<file path="config.mk">
export PLATFORM = sky130hd
export DESIGN_NAME = bgd_gate_seq
export DESIGN_NICKNAME = d
export VERILOG_FILES = /design/src/shared/bgd_pkg.sv /design/src/shared/bgd_sense_if.sv /design/src/hw/bgd_in_sync.sv /design/src/hw/bgd_gate_seq.sv
export VERILOG_INCLUDE_DIRS = /design/src /design/src/shared
export SDC_FILE = /design/constraint.sdc
export NUM_CORES = 1
export LEC_CHECK = 0
export ABC_AREA = 0
export BUFFER_PORTS_ARGS = -buffer_cell sky130_fd_sc_hd__buf_2
export CAP_MARGIN = 0
export CORE_ASPECT_RATIO = 0.8
export CORE_UTILIZATION = 32
export DETAILED_ROUTE_END_ITERATION = 10
export PLACE_DENSITY = 0.53
export SYNTH_ARGS = -nofsm -noshare
export SYNTH_HDL_FRONTEND = slang
export SYNTH_HIERARCHICAL = 1
export SYNTH_SLANG_ARGS = --single-unit
export TNS_END_PERCENT = 50
</file>
<file path="constraint.sdc">
create_clock -name clk_sys -period 4.6 [get_ports clk_sys]
set_clock_uncertainty 0.2 [all_clocks]
set_input_delay 0.23 -clock clk_sys [delete_from_list [all_inputs] [get_ports clk_sys]]
set_output_delay 0.23 -clock clk_sys [all_outputs]
set_load 0.01 [all_outputs]
</file>
<file path="src/shared/bgd_map.svh">
// Purpose: Timing counts and input positions for the buck gate-drive sequencer
// Assumes: 200 MHz system clock
// Notes:   Times are kept in their own unit; cycle counts derive from them
`ifndef BGD_MAP_SVH
`define BGD_MAP_SVH

// ----------------------------------------------------------------------------
// Clock and conversion
// ----------------------------------------------------------------------------
`define BGD_CLK_MHZ          200
`define BGD_CYC_UP(ns)       ((((ns) * `BGD_CLK_MHZ) + 999) / 1000)
`define BGD_CYC_DN(ns)       (((ns) * `BGD_CLK_MHZ) / 1000)

// ----------------------------------------------------------------------------
// Switching cycle
// ----------------------------------------------------------------------------
`define BGD_FSW_KHZ          410
`define BGD_PERIOD_CYC       ((`BGD_CLK_MHZ * 1000) / `BGD_FSW_KHZ)
`define BGD_MIN_OFF_NS       200
`define BGD_MIN_OFF_CYC      `BGD_CYC_UP(`BGD_MIN_OFF_NS)
`define BGD_REASSERT_PERIODS 3

// ----------------------------------------------------------------------------
// Low-input operation
// ----------------------------------------------------------------------------
`define BGD_LOWIN_ON_NS      19500
`define BGD_LOWIN_ON_CYC     `BGD_CYC_DN(`BGD_LOWIN_ON_NS)
`define BGD_LOWIN_OFF_NS     200
`define BGD_LOWIN_OFF_CYC    `BGD_CYC_UP(`BGD_LOWIN_OFF_NS)
`define BGD_SW_WAIT_NS       70
`define BGD_SW_WAIT_CYC      `BGD_CYC_UP(`BGD_SW_WAIT_NS)
`define BGD_FORCE_NS         100
`define BGD_FORCE_CYC        `BGD_CYC_UP(`BGD_FORCE_NS)

// ----------------------------------------------------------------------------
// Bootstrap pre-charge and burst after pulse-skip
// ----------------------------------------------------------------------------
`define BGD_BOOT_PULSE_NS    250
`define BGD_BOOT_PULSE_CYC   `BGD_CYC_UP(`BGD_BOOT_PULSE_NS)
`define BGD_BOOT_PERIOD_NS   2000
`define BGD_BOOT_PERIOD_CYC  `BGD_CYC_DN(`BGD_BOOT_PERIOD_NS)
`define BGD_BOOT_PULSES      8
`define BGD_BURST_PULSES     3

// ----------------------------------------------------------------------------
// Asynchronous input positions
// ----------------------------------------------------------------------------
`define BGD_IN_SWLOW         0
`define BGD_IN_GLLOW         1
`define BGD_IN_SYNC          2
`define BGD_IN_TRIP          3
`define BGD_IN_LOWIN         4
`define BGD_IN_BELOWREG      5
`define BGD_IN_LIGHT         6
`define BGD_IN_COUNT         7

`endif

</file>
<file path="src/shared/bgd_pkg.sv">
// Purpose: Types of the buck gate-drive sequencer
// Assumes: Nothing
// Notes:   Constants live in bgd_map.svh
`default_nettype none
package bgd_pkg;
	typedef enum logic [2:0] {
		ST_BOOT = 3'h1,
		ST_RUN  = 3'h2,
		ST_SKIP = 3'h4
	} bgd_state_t;

	// Minimum clamp choice for the error amplifier
	typedef enum logic [1:0] {
		CLAMP_NONE   = 2'h0,
		CLAMP_NORMAL = 2'h1,
		CLAMP_SKIP   = 2'h2,
		CLAMP_BURST  = 2'h3
	} bgd_clamp_t;
endpackage : bgd_pkg
`default_nettype wire

</file>
<file path="src/shared/bgd_sense_if.sv">
// Purpose: Synchronised comparator and status levels
// Assumes: Driven by bgd_in_sync
// Notes:   All signals are on clk_sys
`default_nettype none
interface bgd_sense_if;
	logic swLow;
	logic glLow;
	logic syncIn;
	logic curTrip;
	logic lowIn;
	logic belowReg;
	logic lightLoad;

	modport prod (output swLow, glLow, syncIn, curTrip, lowIn, belowReg, lightLoad);
	modport cons (input  swLow, glLow, syncIn, curTrip, lowIn, belowReg, lightLoad);
endinterface : bgd_sense_if
`default_nettype wire

</file>
<file path="src/hw/bgd_in_sync.sv">
// Purpose: Three-stage synchroniser for asynchronous comparator and status pins
// Assumes: Pins may change at any time relative to clk_sys
// Notes:   A level is taken only once stages two and three agree
`default_nettype none
`include "bgd_map.svh"
module bgd_in_sync #(
	parameter int W = `BGD_IN_COUNT
) (
	// Clock and reset
	input  wire logic         clk_sys,
	input  wire logic         resetn,
	// Raw pins
	input  wire logic [W-1:0] rawIn,
	// Clean levels
	bgd_sense_if.prod         sense
);
	logic [W-1:0] meta_r;
	logic [W-1:0] stage2_r;
	logic [W-1:0] stage3_r;
	logic [W-1:0] clean_r;
	logic [W-1:0] clean_nxt;

	// ------------------------------------------------------------------------
	// Agreement filter
	// ------------------------------------------------------------------------
	genvar gi;
	generate
		for (gi = 0; gi < W; gi++) begin : g_bit
			always_comb begin
				clean_nxt[gi] = (stage2_r[gi] == stage3_r[gi]) ? stage3_r[gi] : clean_r[gi];
			end
		end
	endgenerate

	always_ff @(posedge clk_sys) begin
		if (!resetn) begin
			meta_r   <= '0;
			stage2_r <= '0;
			stage3_r <= '0;
			clean_r  <= '0;
		end else begin
			meta_r   <= rawIn;
			stage2_r <= meta_r;
			stage3_r <= stage2_r;
			clean_r  <= clean_nxt;
		end
	end

	assign sense.swLow     = clean_r[`BGD_IN_SWLOW];
	assign sense.glLow     = clean_r[`BGD_IN_GLLOW];
	assign sense.syncIn    = clean_r[`BGD_IN_SYNC];
	assign sense.curTrip   = clean_r[`BGD_IN_TRIP];
	assign sense.lowIn     = clean_r[`BGD_IN_LOWIN];
	assign sense.belowReg  = clean_r[`BGD_IN_BELOWREG];
	assign sense.lightLoad = clean_r[`BGD_IN_LIGHT];
endmodule : bgd_in_sync
`default_nettype wire

</file>
<file path="src/hw/bgd_gate_seq.sv">
// Purpose: Gate-drive sequencing for a synchronous buck controller
// Assumes: 200 MHz clk_sys, comparators and status arrive asynchronously
// Notes:   Forced low-side pulses override the switch-node enable
`default_nettype none
`include "bgd_map.svh"
// Contract
// - Except at low input, every switching cycle keeps a minimum high-side off time, limiting duty.
// - At max duty with low input, skip off pulses; oscillator stays 410 kHz.
// - Low input and output below regulation: 19.5 us on, then 200 ns off.
// - After that off edge, set low-side gate once switch node is below 0.4 V.
// - Switch node still high 70 ns after high-side off: force low-side 100 ns.
// - Light load enters pulse-skip; select clamps: skip, burst of 3, none at startup.
// - Startup issues eight 250 ns low-side pulses at 2 us before soft-start ramps.
// - Low-side driver enabled only while switch node reads below 0.4 V; forced, recharge and boot pulses ignore this enable.
// - Sync low, input in range, not skipping: high-side on-time may reach 0 ns.
// - Switch node high 70 ns after sync rise: issue a bootstrap recharge pulse.
// - Recharge pulse ends with sync pulse; sync source must make pulses wide enough.
// - High-side driver enabled only while low-side gate reads below 2 V.
// - Each sync rising edge launches one high-side pulse instead of the oscillator.
module bgd_gate_seq (
	// Clock and reset
	input  wire logic       clk_sys,
	input  wire logic       resetn,
	// Asynchronous comparators and status
	input  wire logic       swBelowThr,
	input  wire logic       glBelowThr,
	input  wire logic       syncInput,
	input  wire logic       curLimTrip,
	input  wire logic       lowInput,
	input  wire logic       belowReg,
	input  wire logic       lightLoad,
	// Gate drive
	output logic            highSideGate,
	output logic            lowSideGate,
	// Status
	output logic            softStartRel,
	output logic            skipMode,
	output bgd_pkg::bgd_clamp_t clampSel
);
	import bgd_pkg::*;

	localparam logic [12:0] PERIOD   = 13'(`BGD_PERIOD_CYC);
	localparam logic [12:0] MINOFF   = 13'(`BGD_MIN_OFF_CYC);
	localparam logic [12:0] OFFPT    = 13'(`BGD_PERIOD_CYC - `BGD_MIN_OFF_CYC - 1);
	localparam logic [12:0] REASSERT = 13'(`BGD_REASSERT_PERIODS * `BGD_PERIOD_CYC);
	localparam logic [12:0] LON      = 13'(`BGD_LOWIN_ON_CYC);
	localparam logic [12:0] LOFF     = 13'(`BGD_LOWIN_OFF_CYC);
	localparam logic [12:0] W70      = 13'(`BGD_SW_WAIT_CYC);
	localparam logic [12:0] F100     = 13'(`BGD_FORCE_CYC);
	localparam logic [12:0] BPW      = 13'(`BGD_BOOT_PULSE_CYC);
	localparam logic [12:0] BPER     = 13'(`BGD_BOOT_PERIOD_CYC);
	localparam logic [3:0]  BNUM     = 4'(`BGD_BOOT_PULSES);
	localparam logic [1:0]  BURST    = 2'(`BGD_BURST_PULSES);

	// ------------------------------------------------------------------------
	// Input synchronisation
	// ------------------------------------------------------------------------
	logic [`BGD_IN_COUNT-1:0] rawIn;
	bgd_sense_if sense ();

	assign rawIn[`BGD_IN_SWLOW]    = swBelowThr;
	assign rawIn[`BGD_IN_GLLOW]    = glBelowThr;
	assign rawIn[`BGD_IN_SYNC]     = syncInput;
	assign rawIn[`BGD_IN_TRIP]     = curLimTrip;
	assign rawIn[`BGD_IN_LOWIN]    = lowInput;
	assign rawIn[`BGD_IN_BELOWREG] = belowReg;
	assign rawIn[`BGD_IN_LIGHT]    = lightLoad;

	// Comparators cross four flops before any enable sees them
	bgd_in_sync #(.W(`BGD_IN_COUNT)) uSync (
		.clk_sys (clk_sys),
		.resetn  (resetn),
		.rawIn   (rawIn),
		.sense   (sense)
	);

	logic swLowS;
	logic glLowS;
	logic syncS;
	logic tripS;
	logic lowInS;
	logic belowRegS;
	logic lightS;

	assign swLowS    = sense.swLow;
	assign glLowS    = sense.glLow;
	assign syncS     = sense.syncIn;
	assign tripS     = sense.curTrip;
	assign lowInS    = sense.lowIn;
	assign belowRegS = sense.belowReg;
	assign lightS    = sense.lightLoad;

	// ------------------------------------------------------------------------
	// Sequencing state
	// ------------------------------------------------------------------------
	bgd_state_t  state_r,    state_nxt;
	logic [12:0] perCnt_r,   perCnt_nxt;
	logic        syncMode_r, syncMode_nxt;
	logic        syncPrev_r, syncPrev_nxt;
	logic        hsOn_r,     hsOn_nxt;
	logic [12:0] onCnt_r,    onCnt_nxt;
	logic [12:0] offCnt_r,   offCnt_nxt;
	logic        lowOff_r,   lowOff_nxt;
	logic [12:0] forceCnt_r, forceCnt_nxt;
	logic [12:0] syncCnt_r,  syncCnt_nxt;
	logic        syncRech_r, syncRech_nxt;
	logic [12:0] bootCnt_r,  bootCnt_nxt;
	logic [3:0]  bootNum_r,  bootNum_nxt;
	logic [1:0]  burstLeft_r, burstLeft_nxt;
	logic [1:0]  burstDiv_r, burstDiv_nxt;
	logic        ssRel_r,    ssRel_nxt;
	bgd_clamp_t  clamp_r,    clamp_nxt;

	logic syncRise;
	logic cycleStart;
	logic offPoint;
	logic burstGate;
	logic bootPulse;

	always_comb begin
		syncRise   = syncS && !syncPrev_r;
		// The oscillator yields to sync edges until they stop for a while
		cycleStart = syncRise || (!syncMode_r && (perCnt_r >= PERIOD - 13'h1));
		offPoint   = (perCnt_r == OFFPT);
		burstGate  = (burstLeft_r == 2'h0) || (burstDiv_r == 2'h0);
		bootPulse  = (state_r == ST_BOOT) && (bootCnt_r < BPW);

		state_nxt     = state_r;
		perCnt_nxt    = cycleStart ? 13'h0 : ((perCnt_r < REASSERT) ? perCnt_r + 13'h1 : perCnt_r);
		syncMode_nxt  = syncRise ? 1'b1 : ((perCnt_r >= REASSERT) ? 1'b0 : syncMode_r);
		syncPrev_nxt  = syncS;
		hsOn_nxt      = hsOn_r;
		onCnt_nxt     = onCnt_r;
		offCnt_nxt    = hsOn_r ? 13'h0 : ((offCnt_r < LON) ? offCnt_r + 13'h1 : offCnt_r);
		lowOff_nxt    = lowOff_r;
		forceCnt_nxt  = (forceCnt_r != 13'h0) ? forceCnt_r - 13'h1 : 13'h0;
		syncCnt_nxt   = syncCnt_r;
		syncRech_nxt  = syncRech_r && syncS;
		bootCnt_nxt   = bootCnt_r;
		bootNum_nxt   = bootNum_r;
		burstLeft_nxt = burstLeft_r;
		burstDiv_nxt  = burstDiv_r;
		ssRel_nxt     = ssRel_r;

		// Burst after pulse-skip runs at a quarter of the switching rate
		if (cycleStart && (burstLeft_r != 2'h0)) begin
			burstDiv_nxt = burstDiv_r + 2'h1;
		end

		case (state_r)
			ST_BOOT: begin
				// Bootstrap pre-charge holds soft-start until the last pulse
				hsOn_nxt = 1'b0;
				if (bootCnt_r >= BPER - 13'h1) begin
					bootCnt_nxt = 13'h0;
					bootNum_nxt = bootNum_r + 4'h1;
					if (bootNum_r == BNUM - 4'h1) begin
						state_nxt = ST_RUN;
						ssRel_nxt = 1'b1;
					end
				end else begin
					bootCnt_nxt = bootCnt_r + 13'h1;
				end
			end
			ST_RUN: begin
				if (lightS) begin
					state_nxt = ST_SKIP;
					hsOn_nxt  = 1'b0;
					lowOff_nxt = 1'b0;
				end else if (hsOn_r) begin
					onCnt_nxt = onCnt_r + 13'h1;
					if (tripS || syncRech_r) begin
						hsOn_nxt = 1'b0;
					end else if (onCnt_r >= LON - 13'h1) begin
						hsOn_nxt   = 1'b0;
						lowOff_nxt = 1'b1;
					end else if (offPoint && !lowInS) begin
						hsOn_nxt = 1'b0;
					end
					// With low input the off pulse is skipped, period untouched
				end else if (lowOff_r) begin
					if (offCnt_r >= LOFF - 13'h1) begin
						lowOff_nxt = 1'b0;
						if (lowInS && belowRegS && !tripS) begin
							hsOn_nxt  = 1'b1;
							onCnt_nxt = 13'h0;
						end
					end
				end else if (cycleStart && !tripS && burstGate) begin
					// A trip already present at launch gives zero on-time
					hsOn_nxt  = 1'b1;
					onCnt_nxt = 13'h0;
					if (burstLeft_r != 2'h0) begin
						burstLeft_nxt = burstLeft_r - 2'h1;
					end
				end
			end
			ST_SKIP: begin
				hsOn_nxt = 1'b0;
				if (!lightS) begin
					state_nxt     = ST_RUN;
					burstLeft_nxt = BURST;
					burstDiv_nxt  = 2'h0;
				end
			end
			default: begin
				state_nxt = ST_BOOT;
				hsOn_nxt  = 1'b0;
			end
		endcase

		// Switch node slow to fall after a capped on-time: force the low side
		if (lowOff_r && (offCnt_r == W70) && !swLowS) begin
			forceCnt_nxt = F100;
		end

		// Bootstrap recharge 70 ns after a sync rise, while sync stays high
		if (syncRise) begin
			syncCnt_nxt = 13'h1;
		end else if ((syncCnt_r != 13'h0) && (syncCnt_r <= W70)) begin
			syncCnt_nxt = syncCnt_r + 13'h1;
		end
		if ((syncCnt_r == W70) && syncS && !swLowS && (state_r == ST_RUN)) begin
			syncRech_nxt = 1'b1;
		end

		if (state_nxt == ST_BOOT) begin
			clamp_nxt = CLAMP_NONE;
		end else if (state_nxt == ST_SKIP) begin
			clamp_nxt = CLAMP_SKIP;
		end else if (burstLeft_nxt != 2'h0) begin
			clamp_nxt = CLAMP_BURST;
		end else begin
			clamp_nxt = CLAMP_NORMAL;
		end
	end

	always_ff @(posedge clk_sys) begin
		if (!resetn) begin
			state_r     <= ST_BOOT;
			perCnt_r    <= 13'h0;
			syncMode_r  <= 1'b0;
			syncPrev_r  <= 1'b0;
			hsOn_r      <= 1'b0;
			onCnt_r     <= 13'h0;
			offCnt_r    <= 13'h0;
			lowOff_r    <= 1'b0;
			forceCnt_r  <= 13'h0;
			syncCnt_r   <= 13'h0;
			syncRech_r  <= 1'b0;
			bootCnt_r   <= 13'h0;
			bootNum_r   <= 4'h0;
			burstLeft_r <= 2'h0;
			burstDiv_r  <= 2'h0;
			ssRel_r     <= 1'b0;
			clamp_r     <= CLAMP_NONE;
		end else begin
			state_r     <= state_nxt;
			perCnt_r    <= perCnt_nxt;
			syncMode_r  <= syncMode_nxt;
			syncPrev_r  <= syncPrev_nxt;
			hsOn_r      <= hsOn_nxt;
			onCnt_r     <= onCnt_nxt;
			offCnt_r    <= offCnt_nxt;
			lowOff_r    <= lowOff_nxt;
			forceCnt_r  <= forceCnt_nxt;
			syncCnt_r   <= syncCnt_nxt;
			syncRech_r  <= syncRech_nxt;
			bootCnt_r   <= bootCnt_nxt;
			bootNum_r   <= bootNum_nxt;
			burstLeft_r <= burstLeft_nxt;
			burstDiv_r  <= burstDiv_nxt;
			ssRel_r     <= ssRel_nxt;
			clamp_r     <= clamp_nxt;
		end
	end

	// ------------------------------------------------------------------------
	// Gate outputs with non-overlap interlock
	// ------------------------------------------------------------------------
	logic hsGate_r, hsGate_nxt;
	logic lsGate_r, lsGate_nxt;

	always_comb begin
		// Forced pulses ignore the switch-node enable: they exist to pull it down
		lsGate_nxt = (forceCnt_r != 13'h0) || syncRech_r || bootPulse ||
			(!hsOn_r && (state_r != ST_BOOT) && swLowS);
		// Low side must read off before the high side is released
		hsGate_nxt = hsOn_r && glLowS && !lsGate_nxt;
	end

	always_ff @(posedge clk_sys) begin
		if (!resetn) begin
			hsGate_r <= 1'b0;
			lsGate_r <= 1'b0;
		end else begin
			hsGate_r <= hsGate_nxt;
			lsGate_r <= lsGate_nxt;
		end
	end

	assign highSideGate = hsGate_r;
	assign lowSideGate  = lsGate_r;
	assign softStartRel = ssRel_r;
	assign skipMode     = (state_r == ST_SKIP);
	assign clampSel     = clamp_r;
endmodule : bgd_gate_seq
`default_nettype wire

</file>
Word level (Yosys, flattened, before mapping)
Cells that the tools add are included.
{"block": "op_classes", "addsub": 9, "n_shift": 0, "div": 0, "reduce_logical": 53, "multipliers": 0, "bitwise": 4, "eq_ne": 21, "n_mux": 44, "magnitude_cmp": 9}
{"cell": "$mux 13", "n": 6}
{"cell": "$add 13x1->13 const B", "n": 5}
{"cell": "$eq 13x4->1 const B", "n": 2}
{"cell": "$ge 13x9->1 const B", "n": 2}
{"cell": "$reduce_bool 13->1", "n": 2}
{"cell": "$mux 2", "n": 11}
{"cell": "$logic_and 1x1->1", "n": 20}
{"cell": "$mux 1", "n": 19}
{"cell": "$eq 13x9->1 const B", "n": 1}
{"cell": "$ge 13x11->1 const B", "n": 1}
{"cell": "$ge 13x12->1 const B", "n": 1}
{"cell": "$ge 13x6->1 const B", "n": 1}
{"cell": "$le 13x4->1 const B", "n": 1}
{"cell": "$lt 13x11->1 const B", "n": 1}
{"cell": "$lt 13x12->1 const B", "n": 1}
{"cell": "$lt 13x6->1 const B", "n": 1}
{"cell": "$sub 13x1->13 const B", "n": 1}
{"cell": "$mux 3", "n": 4}
{"cell": "$mux 5", "n": 2}
{"cell": "$ne 3x2->1 const B", "n": 3}
{"cell": "$pmux 3 s3", "n": 1}
{"cell": "$reduce_or 3->1", "n": 3}
{"cell": "$reduce_bool 2->1", "n": 4}
{"cell": "$reduce_or 2->1", "n": 4}
{"cell": "other kinds (18)", "n": 43}
{"block": "word_totals", "reg_bits": 127, "input_bits": 9, "latchBits": 0, "n_memories": 0, "wordCells": 172, "ramBits": 0, "out_inout_bits": 6, "mem_bits_ro": 0}

Logic depth before layout (Yosys ltp)
Gate-level depths: netlist of run 1.
{"block": "logic_depth", "word_depth": 13, "depth_mapped": 8, "depth_no_buf": 7}

Modules after synthesis
The synthesis of run 1 kept the hierarchy.
{"mod": "bgd_gate_seq", "seq_area_each_um2": 1981.9, "n_inst": 1, "area_per_inst_um2": 4800.9, "cells_per_inst": 554}
{"mod": "bgd_in_sync", "seq_area_each_um2": 560.5, "n_inst": 1, "area_per_inst_um2": 828.3, "cells_per_inst": 72}

Worst setup path after synthesis of run 1
Ideal clock, no wire load.
{"block": "synth_timing", "path_kind": "reg-to-reg", "start": "register perCnt_r[0]", "end": "register onCnt_r[10]", "setup_ps": 121, "required_ps": 4279, "path_stages_with_launch": 9, "arrival_time_ps": 1663, "path_slack_ps": 2616, "synth_period_minus_slack_ps": 1984, "path_buffers": 1, "cell_sequence": "dfxtp_1 > inv_1 > ha_1 > o21ai_0 > a211oi_2 > o21ai_1 > buf_2 > a21oi_1 > mux2i_1"}
{"block": "synth_between", "elab_chain_cells": 7}
{"item": "start: declaration", "line": "bgd_gate_seq.sv:97", "source": "logic [12:0] perCnt_r, perCnt_nxt;"}
{"item": "start signal: assignment", "line": "bgd_gate_seq.sv:259", "source": "perCnt_r <= perCnt_nxt;"}
{"item": "$ge 13x9->1", "line": "bgd_gate_seq.sv:123", "source": "cycleStart = syncRise || (!syncMode_r && (perCnt_r >= PERIOD - 13'h1));"}
{"item": "$logic_and 1x1->1", "line": "bgd_gate_seq.sv:123"}
{"item": "$logic_or 1x1->1", "line": "bgd_gate_seq.sv:123"}
{"item": "$logic_and 1x1->1 (2 in a row)", "line": "bgd_gate_seq.sv:189", "source": "end else if (cycleStart && !tripS && burstGate) begin"}
{"item": "$reduce_bool 3->1 (no source line)"}
{"item": "$reduce_and 5->1 (no source line)"}
{"item": "end signal: assignment", "line": "bgd_gate_seq.sv:263", "source": "onCnt_r <= onCnt_nxt;"}
{"item": "end: declaration", "line": "bgd_gate_seq.sv:101", "source": "logic [12:0] onCnt_r, onCnt_nxt;"}
No other way between the ends.
A chain may end at the register's enable or synchronous reset.

Final worst setup path of run 1
{"block": "layout_timing", "start": "register perCnt_r[0]", "end": "register onCnt_r[6]"}
The elaborated chain is that of the path after synthesis.

==> results_tabular.tex, run 1 <==
\begin{tabular}{lr}
\hline
Metric & Value \\
\hline
\multicolumn{2}{l}{\textbf{Floorplan}} \\
Die extent in x & 150.3 µm \\
Effective utilization at floorplan & 33.37\% \\
Row Count & 42 \\
Top-Level Pins & 15 \\
Overall die area & 18130 µm² \\
Die height & 120.6 µm \\
Core Area & 16870 µm² \\
\multicolumn{2}{l}{\textbf{Synthesis}} \\
Sequential area share after synthesis & 45.17\% \\
Simple-gate share of the synthesized area & 27.58\% \\
Number of flip-flops and latches in the synthesized netlist & 127 \\
Warning count from the yosys run & 6 \\
Netlist area before placement & 5629 µm² \\
Synthesized-area fraction occupied by adder cells & 2.890\% \\
Synthesized net count & 648 \\
Most used DFF post-synth & sky130\_fd\_sc\_hd\_\_dfxtp\_1 \\
Synthesized instance count & 626 \\
Number of synthesized flops with an enable pin & 0 \\
Combinational family with the most area after synthesis & simple AND/OR/NAND/NOR gates \\
Post-synthesis compound-gate area fraction & 14.83\% \\
Number of distinct library cells after synthesis & 66 \\
Multiplexer share of the synthesized area & 1.778\% \\
Post-synth ARST share & 0\% \\
Fraction of synthesized cell area in xor and xnor cells & 4.201\% \\
Average cell area after synthesis & 8.992 µm² \\
\multicolumn{2}{l}{\textbf{Min path}} \\
Hold/Removal Path Class & primary input to flip-flop \\
Worst Hold Path Cells & 2 \\
Start point of the worst hold path & resetn \\
\multicolumn{2}{l}{\textbf{CTS}} \\
Htree depth & 4 \\
Max clock buf depth & 2 \\
Number of resized instances in the post-cts repair step & 0 \\
TritonCTS sink count & 127 \\
TritonCTS clock tree & yes \\
Post-CTS repair timing setup buffer count & 0 \\
Clock buffers created by TritonCTS & 17 \\
Clock tree root driver cell & sky130\_fd\_sc\_hd\_\_clkbuf\_16 \\
CTS Hold Bufs & 7 \\
CTS clk-pin slew, worst paths & 60 ps \\
Clock Latency Late Sink & 410 ps \\
\multicolumn{2}{l}{\textbf{Pwr}} \\
Part of the power in the clock network & 54.6\% \\
Pwr dens & 403.8 nW/µm² \\
Leakage dissipation & 2.534 nW \\
Peak supply drop & 0.3027 mV \\
Comb power frac & 2.7\% \\
Sequential share of power & 42.7\% \\
Switching Fraction & 20.48\% \\
Design internal power & 0.002111 W \\
Switching power of the nets & 0.0005438 W \\
\multicolumn{2}{l}{\textbf{Setup path}} \\
CP arrival & 2970 ps \\
Worst reg2reg path depth & 7 \\
Startpoint-to-endpoint class of the critical path & flip-flop to flip-flop \\
List of cells traversed by the critical path & inv\_1 -> ha\_1 -> o21ai\_0 -> a211oi\_2 -> o21ai\_1 -> a21oi\_1 -> o22ai\_1 \\
Count of cell instances traversed by the critical path & 7 \\
Startpoint of the lowest-slack register-to-register path & perCnt\_r[0]\$\_SDFFE\_PP0N\_ \\
Launching element of the worst setup path & perCnt\_r[0]\$\_SDFFE\_PP0N\_ \\
Cell family with most CP delay & compound AO/OA/AOI/OAI gates \\
Largest stage delay, worst path & 790 ps \\
Critical Path Start Type & flip-flop \\
Cell with the biggest individual delay on the critical path & sky130\_fd\_sc\_hd\_\_o21ai\_1 \\
Critical Path End Type & flip-flop \\
Maximum fanout along the worst path & 13 \\
Data required, critical path & 4730 ps \\
Sum of buffers and inverters on the critical path & 1 \\
\multicolumn{2}{l}{\textbf{Timing}} \\
Headroom to the max-slew limit & 34.66\% \\
Peak clock frequency supported by timing & 351.7 MHz \\
Min Tclk post-route & 2843 ps \\
Worst hold-check slack & 191.5 ps \\
Final setup vio count & 0 \\
Final Max Tran Viols & 0 \\
Slew of the pin with the lowest slew margin & 973.5 ps \\
TNS Setup & 0 ps \\
Number of hold violations in the final report & 0 \\
RSZ-0062 raised after global routing & no \\
Share of the cycle needed by the critical path after routing & 61.81\% \\
\multicolumn{2}{l}{\textbf{Global route}} \\
Global-route wire length before repair & 20740 µm \\
Global Route Usage Sum & 14.46\% \\
Pin count of the biggest net entering global routing & 43 \\
Number of global-route vias before repair & 4289 \\
Global-route congestion overflow total & 0 \\
Number of antenna violations at the first check in global routing & 0 \\
\multicolumn{2}{l}{\textbf{Layout}} \\
ANT cells & 0 \\
Total Nets Final & 663 \\
Layout area overhead & 16.80\% \\
Fraction of layout instances using a drive strength above 1 & 11.01\% \\
Fill cell instance count of the final layout & 1678 \\
\multicolumn{2}{l}{\textbf{Placement}} \\
Input/output buffers & 14 \\
Final HPWL from detailed placement & 8199 µm \\
Global placer's final weighted congestion & 0.7897 \\
\multicolumn{2}{l}{\textbf{Drt}} \\
Remaining DRCs & 0 \\
Initial detailed-routing violation count & 288 \\
WL per Instance & 13.90 µm \\
Remaining antenna violation count & 0 \\
Total detailed-routing wirelength & 12150 µm \\
Via density per instance & 5.193 \\
Number of vias in the routed layout & 4539 \\
Drt pass-1 iters & 5 \\
\multicolumn{2}{l}{\textbf{Outcome}} \\
Result of the run & completed \\
\multicolumn{2}{l}{\textbf{Job}} \\
Max capacitance violation total & 0 \\
\hline
\end{tabular}
## layer usage
layer	track usage [%]	up-vias	part of all wire [%]
li1	-	2286	-
met1	20.11	2168	52
met2	21.37	73	43
met3	3.547	12	4.2
met4	5.492	0	1.4
met5	0	-	0
## cells in the final DEF, fill, tap and decap left out, drive strengths merged, types with 9 or more instances in the layout
cell and n:
nor2 65, nand4b 10, nor4 11, nand2 50, and2 27, xor2 13
nor3 14, inv 18, or3 9, or4 9, mux2i 10, dfxtp 127
a211oi 9, xnor2 14, buf 17, and3 20, nand4 22, a31oi 9
nand3 15, clkbuf 22, ha 13, a21oi 37, o21ai 26
## metrics by stage
stage	util (%)	power (W)	instance area [µm²]	setup slack (ps)	cells
2_1_floorplan	-	0.001205	5629	2616	626
3_3_place_gp	34.76	0.001219	5864	2027	835
3_5_place_dp	34.76	0.001223	5864	1878	835
4_1_cts	38.98	0.002680	6575	1840	874
5_1_grt	38.98	0.002744	6575	1594	874
6_report	38.98	0.002655	6575	1757	874
## cell type report
class | instances | area, µm² | share of cell area (%)
Tap cell | 220 | 275.3 | 4.186
Clock buffer | 22 | 484.2 | 7.364
Inverter | 18 | 67.56 | 1.028
Timing Repair Buffer | 24 | 162.7 | 2.474
Sequential cell | 127 | 2542 | 38.67
Clock inverter | 10 | 156.4 | 2.379
Multi-Input combinational cell | 453 | 2887 | 43.90
## power by group through the flow
stage | Combinational (W) | Clock, W | Sequential (W)
6_report | 0.0000718 | 0.00145 | 0.00113
5_1_grt | 0.0000812 | 0.00153 | 0.00113
4_1_cts | 0.0000719 | 0.00148 | 0.00113
3_5_place_dp | 0.0000671 | 0 | 0.00116
3_3_place_gp | 0.0000640 | 0 | 0.00116
2_1_floorplan | 0.0000529 | 0 | 0.00115
## worst paths after layout
| kind | endpoint | slack, ps |
|---|---|---|
| worst max-delay path | onCnt_r[6]$_SDFFE_PN0P_ | 1760 |
| worst min-delay path | uSync/clean_r[0]$_SDFFE_PN0N_ | 190 |
| worst max register to register | onCnt_r[6]$_SDFFE_PN0P_ | 1760 |
| worst min register to register | uSync/stage2_r[6]$_SDFF_PN0_ | 230 |
## Yosys cell counts (3+ instances only)
master / n / share of area, %
sky130_fd_sc_hd__nor3b_1: 3 / 0.40
sky130_fd_sc_hd__or4_1: 9 / 1.2
sky130_fd_sc_hd__nand2_1: 50 / 3.3
sky130_fd_sc_hd__and2_1: 27 / 3.0
sky130_fd_sc_hd__o21a_1: 4 / 0.53
sky130_fd_sc_hd__xor2_1: 13 / 2.0
sky130_fd_sc_hd__clkbuf_1: 14 / 0.93
sky130_fd_sc_hd__a211oi_1: 7 / 0.93
sky130_fd_sc_hd__a31o_2: 5 / 0.78
sky130_fd_sc_hd__buf_2: 10 / 0.89
sky130_fd_sc_hd__xnor2_1: 14 / 2.2
sky130_fd_sc_hd__nand4_1: 22 / 2.4
sky130_fd_sc_hd__dfxtp_1: 127 / 45
sky130_fd_sc_hd__and3_1: 20 / 2.2
sky130_fd_sc_hd__inv_1: 17 / 1.1
sky130_fd_sc_hd__a21boi_0: 7 / 0.93
sky130_fd_sc_hd__a31oi_1: 9 / 1.0
sky130_fd_sc_hd__o22ai_1: 6 / 0.67
sky130_fd_sc_hd__and4_1: 3 / 0.47
sky130_fd_sc_hd__or3_1: 8 / 0.89
sky130_fd_sc_hd__ha_1: 13 / 2.9
sky130_fd_sc_hd__nand3_1: 14 / 1.2
sky130_fd_sc_hd__nor2b_1: 4 / 0.44
sky130_fd_sc_hd__o21ai_1: 4 / 0.36
sky130_fd_sc_hd__a21oi_1: 37 / 3.3
sky130_fd_sc_hd__nor3_1: 13 / 1.2
sky130_fd_sc_hd__nor4_2: 4 / 0.89
sky130_fd_sc_hd__nand2b_1: 3 / 0.33
sky130_fd_sc_hd__mux2i_1: 10 / 1.8
sky130_fd_sc_hd__nor4_1: 6 / 0.67
sky130_fd_sc_hd__o21ai_0: 22 / 2.0
sky130_fd_sc_hd__nand4b_1: 10 / 1.6
sky130_fd_sc_hd__o31ai_1: 8 / 1.1
sky130_fd_sc_hd__nor2_1: 64 / 4.3
## registers in the layout, indices dropped and copies added, names as in the netlist, 3 cells and up
register,cells
bootCnt_r,13
forceCnt_r,13
offCnt_r,13
onCnt_r,13
perCnt_r,13
syncCnt_r,13
uSync/clean_r,7
uSync/meta_r,7
uSync/stage2_r,7
uSync/stage3_r,7
bootNum_r,4
state_r,3
## kinds of logic after synthesis
family,after synthesis
simple gates,276
compound gates,127
flops,127
buf+inv,46
xor+xnor,27
fa+ha+maj,13
mux,10
No activity file was read; power rests on OpenSTA's default activity.
==> run 2, diff against run 1 <==
==> constraint.sdc (replaced) <==
create_clock -name clk_sys -period 2.8 [get_ports clk_sys]
set_clock_uncertainty 0.2 [all_clocks]
set_input_delay 0.14 -clock clk_sys [delete_from_list [all_inputs] [get_ports clk_sys]]
set_output_delay 0.14 -clock clk_sys [all_outputs]
set_load 0.01 [all_outputs]
==> results_tabular.tex, run 2 (synthesis gave the netlist of run 1 again) <==
\begin{tabular}{lr}
\hline
Metric & Value \\
\hline
\multicolumn{2}{l}{\textbf{Outcome}} \\
Result of the run & completed (unchanged) \\
\multicolumn{2}{l}{\textbf{Drt}} \\
Number of vias in the routed layout & 4524 (was 4539) \\
Remaining antenna violation count & 0 (unchanged) \\
Drt pass-1 iters & 4 (was 5) \\
Remaining DRCs & 0 (unchanged) \\
Total detailed-routing wirelength & 11970 µm (was 12150 µm) \\
Via density per instance & 5.135 (was 5.193) \\
WL per Instance & 13.59 µm (was 13.90 µm) \\
Initial detailed-routing violation count & 303 (was 288) \\
\multicolumn{2}{l}{\textbf{CTS}} \\
Clock Latency Late Sink & 420 ps (was 410 ps) \\
Clock buffers created by TritonCTS & 17 (unchanged) \\
Post-CTS repair timing setup buffer count & 0 (unchanged) \\
Number of resized instances in the post-cts repair step & 0 (unchanged) \\
CTS clk-pin slew, worst paths & 60 ps (about the same) \\
Htree depth & 4 (unchanged) \\
Max clock buf depth & 2 (unchanged) \\
TritonCTS sink count & 127 (unchanged) \\
TritonCTS clock tree & yes (unchanged) \\
Clock tree root driver cell & sky130\_fd\_sc\_hd\_\_clkbuf\_16 (unchanged) \\
\multicolumn{2}{l}{\textbf{Layout}} \\
Highest-count cells in the layout ignoring fill and taps & 127 x sky130\_fd\_sc\_hd\_\_dfxtp\_1, 64 x sky130\_fd\_sc\_hd\_\_nor2\_1, 50 x sky130\_fd\_sc\_hd\_\_nand2\_1 (unchanged) \\
Total Nets Final & 670 (was 663) \\
Most common cell after layout, fill and taps aside & sky130\_fd\_sc\_hd\_\_dfxtp\_1 (unchanged) \\
Final standard cell count with taps included and fillers excluded & 881 (was 874) \\
Layout area overhead & 16.74\% (was 16.80\%) \\
Fraction of layout instances using a drive strength above 1 & 11.95\% (was 11.01\%) \\
ANT cells & 0 (unchanged) \\
Fill cell instance count of the final layout & 1684 (was 1678) \\
\multicolumn{2}{l}{\textbf{Floorplan}} \\
Effective utilization at floorplan & 33.37\% (unchanged) \\
Row Count & 42 (unchanged) \\
Die height & 120.6 µm (unchanged) \\
Core Area & 16870 µm² (unchanged) \\
Die extent in x & 150.3 µm (unchanged) \\
Top-Level Pins & 15 (unchanged) \\
Overall die area & 18130 µm² (unchanged) \\
\multicolumn{2}{l}{\textbf{Placement}} \\
Placed cell count & 842 (was 835) \\
Pre-CTS setup slack & 507.1 ps (was 1878 ps) \\
Global placer's final weighted congestion & 0.7843 (was 0.7897) \\
Input/output buffers & 14 (unchanged) \\
Final HPWL from detailed placement & 8087 µm (was 8199 µm) \\
\multicolumn{2}{l}{\textbf{Setup path}} \\
Sum of buffers and inverters on the critical path & 1 (unchanged) \\
Startpoint-to-endpoint class of the critical path & flip-flop to flip-flop (unchanged) \\
Critical Path End Type & flip-flop (unchanged) \\
Cell family with most CP delay & compound AO/OA/AOI/OAI gates (unchanged) \\
Critical Path Start Type & flip-flop (unchanged) \\
Cell with the biggest individual delay on the critical path & sky130\_fd\_sc\_hd\_\_o211ai\_2 (was sky130\_fd\_sc\_hd\_\_o21ai\_1) \\
CP arrival & 2470 ps (was 2970 ps) \\
Maximum fanout along the worst path & 15 (was 13) \\
Data required, critical path & 2940 ps (was 4730 ps) \\
Largest stage delay, worst path & 570 ps (was 790 ps) \\
List of cells traversed by the critical path & inv\_1 -> ha\_1 -> o21ai\_0 -> a211oi\_2 -> o211ai\_2 -> nand4\_1 -> mux2i\_1 (was inv\_1 -> ha\_1 -> o21ai\_0 -> a211oi\_2 -> o21ai\_1 -> a21oi\_1 -> o22ai\_1) \\
\multicolumn{2}{l}{\textbf{Global route}} \\
Number of antenna violations at the first check in global routing & 0 (unchanged) \\
Pin count of the biggest net entering global routing & 47 (was 43) \\
Number of global-route vias before repair & 4232 (was 4289) \\
Global Route Usage Sum & 14.41\% (was 14.46\%) \\
Global-route congestion overflow total & 0 (unchanged) \\
Global-route wire length before repair & 20330 µm (was 20740 µm) \\
\multicolumn{2}{l}{\textbf{Job}} \\
Max capacitance violation total & 0 (unchanged) \\
\multicolumn{2}{l}{\textbf{Pwr}} \\
Leakage dissipation & 2.529 nW (was 2.534 nW) \\
Pwr dens & 628.4 nW/µm² (was 403.8 nW/µm²) \\
Peak supply drop & 0.2981 mV (was 0.3027 mV) \\
\multicolumn{2}{l}{\textbf{Timing}} \\
Setup slack of the critical path after layout & 466.3 ps (was 1757 ps) \\
Slew of the pin with the lowest slew margin & 685.6 ps (was 973.5 ps) \\
Share of the cycle needed by the critical path after routing & 83.35\% (was 61.81\%) \\
Min Tclk post-route & 2334 ps (was 2843 ps) \\
Final setup vio count & 0 (unchanged) \\
RSZ-0062 raised after global routing & no (unchanged) \\
Number of hold violations in the final report & 0 (unchanged) \\
Final Max Tran Viols & 0 (unchanged) \\
TNS Setup & 0 ps (unchanged) \\
Headroom to the max-slew limit & 53.91\% (was 34.66\%) \\
Peak clock frequency supported by timing & 428.5 MHz (was 351.7 MHz) \\
\multicolumn{2}{l}{\textbf{Min path}} \\
Hold/Removal Path Class & primary input to flip-flop (unchanged) \\
\hline
\end{tabular}
run 2: cell types whose count changed in the layout (fill, tap and decap cells not counted), sizes merged:
| cell | delta |
|---|---|
| buf | +7 |
| clkinv | +4 |
| clkbuf | -3 |
| bufinv | -2 |
| clkinvlp | +2 |
| inv | -1 |
run 2: final cells by class:
cell class / count / area [µm²] / area share (%)
inverters: 18 / 67.56 / 1.028
flip-flops and latches: 127 / 2542 / 38.69
clock inverters: 13 / 141.4 / 2.152
well taps: 220 / 275.3 / 4.189
repair buffers: 31 / 215.2 / 3.275
clock buffers: 19 / 442.9 / 6.740
multi-input cells: 453 / 2887 / 43.93
run 2: per-layer routing:
metal / track usage [%] / wire [µm] / up-vias / part of all wire, %
li1: - / - / 2296 / -
met1: 20.41 / 6368 / 2156 / 53
met4: 6.187 / 57 / 0 / 0.48
met5: 0 / 0 / - / 0
met3: 4.302 / 464 / 4 / 3.9
met2: 19.90 / 5083 / 68 / 42
run 2: worst paths after layout:
kind	start	to	slack, ps	cells past startpoint
setup / recovery	perCnt_r[0]$_SDFFE_PP0N_	onCnt_r[4]$_SDFFE_PN0P_	470	7
hold reg to reg	uSync/meta_r[4]$_SDFF_PN0_	uSync/stage2_r[4]$_SDFF_PN0_	230	1
setup reg to reg	perCnt_r[0]$_SDFFE_PP0N_	onCnt_r[4]$_SDFFE_PN0P_	470	7
hold / removal	resetn	syncCnt_r[0]$_SDFFE_PN0P_	6	3
run 2: worst reg2reg max path, cell delays in order (launching register included):
cell and delay (ps):
sky130_fd_sc_hd__dfxtp_1 430, sky130_fd_sc_hd__inv_1 100, sky130_fd_sc_hd__ha_1 220, sky130_fd_sc_hd__o21ai_0 250, sky130_fd_sc_hd__a211oi_2 150, sky130_fd_sc_hd__o211ai_2 570
sky130_fd_sc_hd__nand4_1 180, sky130_fd_sc_hd__mux2i_1 160
run 2: power by group:
| part | internal [W] | switching, W |
|---|---|---|
| combinational | 0.0000535 | 0.0000664 |
| sequential | 0.00184 | 0.0000255 |
| clock | 0.00133 | 0.000816 |
run 2: stage by stage:
| stage | hold slack (ps) | total power (W) | utilization, % | cell area (µm²) |
|---|---|---|---|---|
| floorplan | 67.29 | 0.001979 | - | 5629 |
| global placement | 145.4 | 0.002008 | 35.08 | 5917 |
| detailed placement | 148.7 | 0.002013 | 35.08 | 5917 |
| CTS | 15.07 | 0.004192 | 38.96 | 6571 |
| global route | 46.55 | 0.004288 | 38.96 | 6571 |
| finish | 6.191 | 0.004129 | 38.96 | 6571 |
run 2: timing repair:
action | CTS | global route
endpoints found under the setup margin | 0 | 0
hold buffers | 7 | 0
hold endpoints to repair | 7 | 0
